File: src/inc/bbsw_pkg.sv
package bbsw_pkg;
	// sync vector bit positions
	localparam int IN_RUN  = 0; // shutdown_input, high = run
	localparam int IN_ABV  = 1; // output above threshold
	localparam int IN_VLO  = 2; // input 400 mV or more below output
	localparam int IN_VHI  = 3; // input 800 mV or more above output
	localparam int IN_PEAK = 4;
	localparam int IN_VAL  = 5;
	localparam int IN_ZERO = 6;
	localparam int IN_UP   = 7; // output above start-up threshold
	localparam int IN_OT   = 8; // over-temperature
	localparam int IN_W    = 9;
	// gate vector bit positions
	localparam int G_A = 3;
	localparam int G_B = 2;
	localparam int G_C = 1;
	localparam int G_D = 0;
	// timing
	localparam int CLK_MHZ       = 40;
	localparam int OFF_TIME_TIMER_FOUR_NS  = 3000;
	localparam int OFF_TIME_TIMER_START_NS = 800;
	localparam int OFF_TIME_TIMER_FOUR_CYC = (OFF_TIME_TIMER_FOUR_NS * CLK_MHZ + 999) / 1000;
	localparam int OFF_TIME_TIMER_START_CYC = (OFF_TIME_TIMER_START_NS * CLK_MHZ + 999) / 1000;
	localparam int TMR_W = 8;
	// register map, byte addresses
	localparam logic [3:0] REG_CTRL   = 4'h0;
	localparam logic [3:0] REG_STATUS = 4'h4;
	localparam int CTRL_EN     = 0;
	localparam logic CTRL_EN_RST = 1'b1;
	localparam int STAT_SEQ    = 0;  // 3 bits
	localparam int STAT_MODE   = 4;  // 2 bits
	localparam int STAT_GATES  = 8;  // 4 bits, A B C D
	localparam int STAT_FLAGS  = 16; // 9 bits, synchronised inputs
	typedef enum logic [2:0] {
		SEQ_SLEEP,
		SEQ_START_ON,
		SEQ_START_OFF,
		SEQ_AC,
		SEQ_AD,
		SEQ_BD
	} seq_t;
	typedef enum logic [1:0] {
		MODE_START,
		MODE_BOOST,
		MODE_FOUR,
		MODE_BUCK
	} mode_t;
	typedef struct packed {
		logic [IN_W-1:0]  s1;
		logic [IN_W-1:0]  s2;
		seq_t             seq;
		mode_t            mode;
		logic [TMR_W-1:0] timer;
		logic [3:0]       gates;
		logic             enable;
		logic             ack;
		logic [31:0]      rdata;
	} core_t;
endpackage

File: src/rtl/buck_boost_burst_switch_sequencer.sv
// Implementation choices: the Wishbone slave port and the address map.
`timescale 1ns/10ps
module buck_boost_burst_switch_sequencer #(
	parameter logic [7:0] FOUR_OFF_CYC  = 8'(bbsw_pkg::OFF_TIME_TIMER_FOUR_CYC),
	parameter logic [7:0] START_OFF_CYC = 8'(bbsw_pkg::OFF_TIME_TIMER_START_CYC)
) (
	input  wire logic        ref_clk,          // 40 MHz clock
	input  wire logic        reset,            // async, active high
	input  wire logic        shutdownInput,    // low stops converter
	input  wire logic        outAboveFlag,     // output above reference
	input  wire logic        vinLowFlag,       // input well below output
	input  wire logic        vinHighFlag,      // input well above output
	input  wire logic        peakCurrentFlag,  // inductor at peak
	input  wire logic        valleyCurrentFlag,// inductor at valley
	input  wire logic        zeroCurrentFlag,  // inductor at zero
	input  wire logic        startupDoneFlag,  // output above 1.6 V
	input  wire logic        overTempFlag,     // die too hot
	input  wire logic        cyc_i,            // wishbone cycle
	input  wire logic        stb_i,            // wishbone strobe
	input  wire logic        we_i,             // wishbone write
	input  wire logic [3:0]  adr_i,            // byte address
	input  wire logic [31:0] dat_i,            // write data
	input  wire logic [3:0]  sel_i,            // byte selects
	output logic             ack_o,            // wishbone ack
	output logic      [31:0] dat_o,            // read data
	output logic             gateA,            // switch A on
	output logic             gateB,            // switch B on
	output logic             gateC,            // switch C on
	output logic             gateD             // switch D on
);

	bbsw_pkg::core_t st_r;
	bbsw_pkg::core_t st_nxt;
	logic [bbsw_pkg::IN_W-1:0] rawIn;
	logic [bbsw_pkg::IN_W-1:0] flg;
	logic [3:0] want;
	logic       run;
	logic       busReq;

	// pick the power stage from the two difference comparators
	function automatic bbsw_pkg::mode_t pickMode(
		input logic vLo,
		input logic vHi
	);
		if (vLo)
			pickMode = bbsw_pkg::MODE_BOOST;
		else if (vHi)
			pickMode = bbsw_pkg::MODE_BUCK;
		else
			pickMode = bbsw_pkg::MODE_FOUR;
	endfunction

	// break-before-make for one P/N pair: {hi, lo}
	function automatic logic [1:0] pairGate(
		input logic wantHi,
		input logic wantLo,
		input logic curHi,
		input logic curLo
	);
		pairGate[1] = wantHi & ~curLo;
		pairGate[0] = wantLo & ~wantHi & ~curHi;
	endfunction

	// gather inputs into one vector for the synchroniser
	assign rawIn[bbsw_pkg::IN_RUN]  = shutdownInput;
	assign rawIn[bbsw_pkg::IN_ABV]  = outAboveFlag;
	assign rawIn[bbsw_pkg::IN_VLO]  = vinLowFlag;
	assign rawIn[bbsw_pkg::IN_VHI]  = vinHighFlag;
	assign rawIn[bbsw_pkg::IN_PEAK] = peakCurrentFlag;
	assign rawIn[bbsw_pkg::IN_VAL]  = valleyCurrentFlag;
	assign rawIn[bbsw_pkg::IN_ZERO] = zeroCurrentFlag;
	assign rawIn[bbsw_pkg::IN_UP]   = startupDoneFlag;
	assign rawIn[bbsw_pkg::IN_OT]   = overTempFlag;

	// only the second sync stage is ever looked at
	assign flg = st_r.s2;
	// any stop condition wins over the sequencer
	assign run = flg[bbsw_pkg::IN_RUN] & ~flg[bbsw_pkg::IN_OT]
		& st_r.enable;
	assign busReq = cyc_i & stb_i;

	// next-state logic: sync, bus slave, sequencer, gates
	always_comb
	begin
		st_nxt = st_r;
		st_nxt.s1 = rawIn;
		st_nxt.s2 = st_r.s1;
		want = 4'h0;

		// ack one cycle after the request, drop it the next
		st_nxt.ack = busReq & ~st_r.ack;
		st_nxt.rdata = 32'h0;
		if (busReq & ~st_r.ack)
		begin
			if (adr_i == bbsw_pkg::REG_CTRL)
			begin
				st_nxt.rdata[bbsw_pkg::CTRL_EN] = st_r.enable;
			end
			else if (adr_i == bbsw_pkg::REG_STATUS)
			begin
				st_nxt.rdata[bbsw_pkg::STAT_SEQ +: 3] = st_r.seq;
				st_nxt.rdata[bbsw_pkg::STAT_MODE +: 2] = st_r.mode;
				st_nxt.rdata[bbsw_pkg::STAT_GATES +: 4] = st_r.gates;
				st_nxt.rdata[bbsw_pkg::STAT_FLAGS +: 9] = flg;
			end
		end
		// the write lands on the edge where the master sees ack high,
		// so a master that aborts before ack never changes the enable
		if (busReq & st_r.ack & we_i & sel_i[0]
			& (adr_i == bbsw_pkg::REG_CTRL))
			st_nxt.enable = dat_i[bbsw_pkg::CTRL_EN];

		// off-time counter runs down on its own
		if (st_r.timer != 8'h00)
			st_nxt.timer = st_r.timer - 8'h01;

		if (!run)
		begin
			// shutdown, over-temperature or software stop
			st_nxt.seq = bbsw_pkg::SEQ_SLEEP;
			st_nxt.mode = bbsw_pkg::MODE_START;
			st_nxt.timer = 8'h00;
		end
		else
		begin
			unique case (st_r.seq)
				bbsw_pkg::SEQ_SLEEP:
				begin
					// stay idle while the output is high
					if (!flg[bbsw_pkg::IN_ABV])
					begin
						if (!flg[bbsw_pkg::IN_UP])
						begin
							st_nxt.mode = bbsw_pkg::MODE_START;
							st_nxt.seq = bbsw_pkg::SEQ_START_ON;
						end
						else
						begin
							st_nxt.mode = pickMode(flg[bbsw_pkg::IN_VLO],
								flg[bbsw_pkg::IN_VHI]);
							if (st_nxt.mode == bbsw_pkg::MODE_BUCK)
								st_nxt.seq = bbsw_pkg::SEQ_AD;
							else
								st_nxt.seq = bbsw_pkg::SEQ_AC;
						end
					end
				end
				bbsw_pkg::SEQ_START_ON:
				begin
					// valley and zero are not watched here
					if (flg[bbsw_pkg::IN_PEAK])
					begin
						st_nxt.seq = bbsw_pkg::SEQ_START_OFF;
						st_nxt.timer = START_OFF_CYC - 8'h01;
					end
				end
				bbsw_pkg::SEQ_START_OFF:
				begin
					if (st_r.timer == 8'h00)
					begin
						// past the threshold, hand over to normal modes
						if (flg[bbsw_pkg::IN_UP] | flg[bbsw_pkg::IN_ABV])
							st_nxt.seq = bbsw_pkg::SEQ_SLEEP;
						else
							st_nxt.seq = bbsw_pkg::SEQ_START_ON;
					end
				end
				bbsw_pkg::SEQ_AC:
				begin
					if (flg[bbsw_pkg::IN_PEAK])
					begin
						st_nxt.seq = bbsw_pkg::SEQ_AD;
						st_nxt.timer = FOUR_OFF_CYC - 8'h01;
					end
				end
				bbsw_pkg::SEQ_AD:
				begin
					if (st_r.mode == bbsw_pkg::MODE_FOUR)
					begin
						// fixed off-time, current flags do not end it
						if (st_r.timer == 8'h00)
							st_nxt.seq = bbsw_pkg::SEQ_BD;
					end
					else if (st_r.mode == bbsw_pkg::MODE_BUCK)
					begin
						if (flg[bbsw_pkg::IN_PEAK])
							st_nxt.seq = bbsw_pkg::SEQ_BD;
					end
					else if (flg[bbsw_pkg::IN_ABV])
					begin
						if (flg[bbsw_pkg::IN_ZERO])
							st_nxt.seq = bbsw_pkg::SEQ_SLEEP;
					end
					else if (flg[bbsw_pkg::IN_VAL])
					begin
						st_nxt.mode = pickMode(flg[bbsw_pkg::IN_VLO],
							flg[bbsw_pkg::IN_VHI]);
						st_nxt.seq = bbsw_pkg::SEQ_AC;
					end
				end
				bbsw_pkg::SEQ_BD:
				begin
					if (flg[bbsw_pkg::IN_ABV])
					begin
						if (flg[bbsw_pkg::IN_ZERO])
							st_nxt.seq = bbsw_pkg::SEQ_SLEEP;
					end
					else if (flg[bbsw_pkg::IN_VAL])
					begin
						st_nxt.mode = pickMode(flg[bbsw_pkg::IN_VLO],
							flg[bbsw_pkg::IN_VHI]);
						if (st_nxt.mode == bbsw_pkg::MODE_BUCK)
							st_nxt.seq = bbsw_pkg::SEQ_AD;
						else
							st_nxt.seq = bbsw_pkg::SEQ_AC;
					end
				end
			endcase
		end

		// switch pattern of the state being entered
		unique case (st_nxt.seq)
			bbsw_pkg::SEQ_SLEEP:
				want = 4'h0;
			bbsw_pkg::SEQ_START_ON, bbsw_pkg::SEQ_AC:
				want = 4'ha; // A+C
			bbsw_pkg::SEQ_START_OFF:
				want = 4'h4; // B only, D body diode carries
			bbsw_pkg::SEQ_AD:
				want = 4'h9; // A+D
			bbsw_pkg::SEQ_BD:
				want = 4'h5; // B+D
		endcase
		// D stays off until the output is up
		if (!flg[bbsw_pkg::IN_UP])
			want[bbsw_pkg::G_D] = 1'b0;

		// a switch turning on waits one cycle for its partner to open;
		// costs a cycle per phase change but never shorts a rail
		{st_nxt.gates[bbsw_pkg::G_A], st_nxt.gates[bbsw_pkg::G_B]} =
			pairGate(want[bbsw_pkg::G_A], want[bbsw_pkg::G_B],
				st_r.gates[bbsw_pkg::G_A],
				st_r.gates[bbsw_pkg::G_B]);
		{st_nxt.gates[bbsw_pkg::G_C], st_nxt.gates[bbsw_pkg::G_D]} =
			pairGate(want[bbsw_pkg::G_C], want[bbsw_pkg::G_D],
				st_r.gates[bbsw_pkg::G_C],
				st_r.gates[bbsw_pkg::G_D]);
	end

	// the single state register
	always_ff @(posedge ref_clk or posedge reset)
	begin
		if (reset)
		begin
			st_r <= '0;
			st_r.seq <= bbsw_pkg::SEQ_SLEEP;
			st_r.mode <= bbsw_pkg::MODE_START;
			st_r.enable <= bbsw_pkg::CTRL_EN_RST;
		end
		else
			st_r <= st_nxt;
	end

	// outputs straight from the state register
	assign ack_o = st_r.ack;
	assign dat_o = st_r.rdata;
	assign gateA = st_r.gates[bbsw_pkg::G_A];
	assign gateB = st_r.gates[bbsw_pkg::G_B];
	assign gateC = st_r.gates[bbsw_pkg::G_C];
	assign gateD = st_r.gates[bbsw_pkg::G_D];
endmodule

File: config.mk
export PLATFORM = sky130hd
export DESIGN_NAME = buck_boost_burst_switch_sequencer
export DESIGN_NICKNAME = d
export VERILOG_FILES = /design/src/inc/bbsw_pkg.sv /design/src/rtl/buck_boost_burst_switch_sequencer.sv
export SDC_FILE = /design/constraint.sdc
export NUM_CORES = 1
export LEC_CHECK = 0
export ABC_CLOCK_PERIOD_IN_PS = 3580
export BUFFER_PORTS_ARGS = -buffer_cell sky130_fd_sc_hd__buf_2
export CAP_MARGIN = 5
export CORE_MARGIN = 2
export CORE_UTILIZATION = 53
export CTS_CLUSTER_SIZE = 8
export DETAILED_ROUTE_END_ITERATION = 6
export PLACE_DENSITY = 0.84
export REMOVE_ABC_BUFFERS = 1
export SYNTH_ARGS = -nofsm -noshare
export SYNTH_HDL_FRONTEND = slang
export SYNTH_SLANG_ARGS = --single-unit
File: constraint.sdc
create_clock -name ref_clk -period 3.58 [get_ports ref_clk]
set_input_delay 0.358 -clock ref_clk [delete_from_list [all_inputs] [get_ports ref_clk]]
set_output_delay 0.358 -clock ref_clk [all_outputs]
set_load 0.1 [all_outputs]
==> metrics <==
H-Tree Depth=2; DR DRC count=0; period utilization=0.6449; HP Start=zeroCurrentFlag; Total Wirelength=3.829 mm; Setup TNS=0 ns; Area growth syn-to-layout=5.744%; Setup CP Type=reg -> reg; Die ar.=between 5000 and 6000 sq um; Worst EP arrival=around 2.6 ns; via/cell ratio=5.235; TritonCTS sink count=55; DR vias=1623; worst vdd ir=0.0002793 V; Cells after Synth=roughly 230; CTS buffer count=5; Rows=25; # IOs=91; CP startpoint kind=flip-flop; yosys warns=0; Setup Skew=0.008582 ns; Synth Cell Area=2549 sq um; core area=4692 sq um; Post-synth EDFFs=0; pwr/cell area=403.2 nW/um^2; Final HPWL DP=approximately 2.6 mm; initial cell density of the core=0.5432; CTS Hold Bufs=0; GP Congestion=between 0.8 and 0.9; status=finished, final reports clean; Initial DRC Count=164; FF+latch count, synth=55; Seq/Total Area, Yosys=0.5405; Fin. Hold Viols=0; Critical R2R Launch=st_r[38]; clock buffer depth=2; post-CTS setup buffer count=0; Yosys cell types=49; RSZ-0062 raised after global routing=false; clk_lat worst skew=between 0.3 and 0.4 ns; Worst Max-Slew Pin Slew=1.073 ns; initial antenna violation count=0; GRT overflow=0; Die Y=73.35 microns; crit path max fanout=8; Most used DFF post-synth=dfrtp_1; Setup crit end kind=flip-flop; final slew viol count=0; PortBufs=42; max cap viols=0; DRT Pass-1 Iters=5; Mean Syn Cell Area=11.03 sq um; Antenna Cells=0; fmax=433.1 MHz; pin count of the biggest net entering global routing=56; GR Util All Layers=0.1594; DRT antenna net count=0; endpoints failing setup=0; Final nets=310; leak pwr=1.324 nW; Die X=~73 microns; TritonCTS clock tree=built; FFs w/ async S/R, synth=1.000; wire length per cell=12.35 microns; post-CTS sizing=0; Hold Crit Class=in -> reg; Tmin final=2.309 ns; max_slew headroom=0.2837; Final Util=0.5744; CP startpoint=st_r[38]; vias in the first global route=1464; clk slew on worst S/H paths=0.10 ns; global-route wire length before repair=approximately 6.5 mm; share of cells above drive strength 1=0.2383; worst path required time=3.82 ns; CTS root buf=clkbuf_8
cells by family (layout without fill, tap and decap cells):
kind of cell,count (synthesis),after routing,share of synthesized area
xor gates and xnor gates,5,5,0.01719
muxes,6,6,0.02406
DFF,55,55,0.5405
adders and majority gates,1,1,0.004908
and+or+nand+nor,88,88,0.2116
AOI/OAI and AO/OA,31,31,0.08395
buffers and inverters,44,56,0.1163
other,1,14,0.001471
final timing paths:
path,endpoint,slack (ns),cells past startpoint
worst max-delay path,gateB,1.27,8
worst min-delay path,st_nxt[57],0.15,1
worst max register to register,gateB,1.27,8
worst min register to register,flg[8],0.35,0
max in group asynchronous,dat_o[20],2.62,2
min in group asynchronous,st_r[45],0.32,2
sequential cells by signal, indices dropped and copies added (netlist names):
| register | flops |
|---|---|
| ack_o | 1 |
| dat_o | 18 |
| flg | 9 |
| gateA | 1 |
| gateB | 1 |
| gateC | 1 |
| gateD | 1 |
| st_nxt | 9 |
| st_r | 14 |
synth_stat cells (4+ instances only):
| master | number | area (sq um) |
|---|---|---|
| dfrtp_1 | 54 | 1351 |
| buf_4 | 32 | 240.2 |
| and2_1 | 19 | 118.9 |
| nor2_1 | 16 | 60.06 |
| a21oi_1 | 12 | 60.06 |
| nand2_1 | 12 | 45.04 |
| nor2b_1 | 7 | 43.79 |
| inv_1 | 6 | 22.52 |
| mux2i_1 | 5 | 50.05 |
| nor3_1 | 5 | 25.02 |
| a31oi_1 | 4 | 25.02 |
| nand2b_1 | 4 | 25.02 |
critical path: stages (launching register included):
cell	delay [ns]
dfrtp_1	0.42
inv_1	0.07
ha_1	0.15
and2b_1	0.29
nand3_4	0.16
o311a_1	0.41
nor3_4	0.22
or3b_1	0.37
a21oi_1	0.16
area by class of cell:
class                      instances  area [sq um]
sequential                        55          1378
clock inverter                     3         18.77
tap                               54         67.56
clock buffer                       5         68.82
fill                             411          1997
multi-input combinational        145         929.6
inverter                           6         22.52
timing repair buffer              42         210.2
report_power, final:
group | switching [mW] | internal [mW]
sequential | 0.0100 | 0.633
combinational | 0.0971 | 0.0169
clock | 0.192 | 0.138
total | 0.299 | 0.787
placed cells by master (no fill, tap or decap), types with 3 or more instances in the layout:
master | netlist | layout
dfrtp_1 | 54 | 54
buf_2 | 3 | 42
and2_1 | 19 | 19
nor2_1 | 16 | 16
conb_1 | 1 | 14
nand2_1 | 12 | 12
a21oi_1 | 12 | 12
nor2b_1 | 7 | 7
nor3_1 | 5 | 5
inv_1 | 6 | 5
mux2i_1 | 5 | 5
clkbuf_8 | 0 | 5
nand2b_1 | 4 | 4
a31oi_1 | 4 | 4
xnor2_1 | 3 | 3
nand3b_1 | 3 | 3
o21ai_0 | 3 | 3
per-stage QoR:
stage                     cells  power (mW)  hold WS, ns  instance area [sq um]  setup slack [ns]
final                       310       1.087       0.1528                   2695             1.271
after global routing        310       1.134       0.1334                   2695             1.099
after CTS                   310       1.100       0.1436                   2695             1.264
after detailed placement    302      0.7697       0.3347                   2608             1.278
after global placement      302      0.7677       0.3322                   2608             1.352
after floorplan             206      0.7494       0.3312                   2323             1.487
layer usage:
layer	share of wire	global-route usage	up-vias
met5	0	0	-
met4	0.024	0.06667	0
met3	0.059	0.04115	9
met2	0.47	0.2583	59
met1	0.45	0.2042	764
li1	-	-	791
No activity file was read; power rests on OpenSTA's default activity.
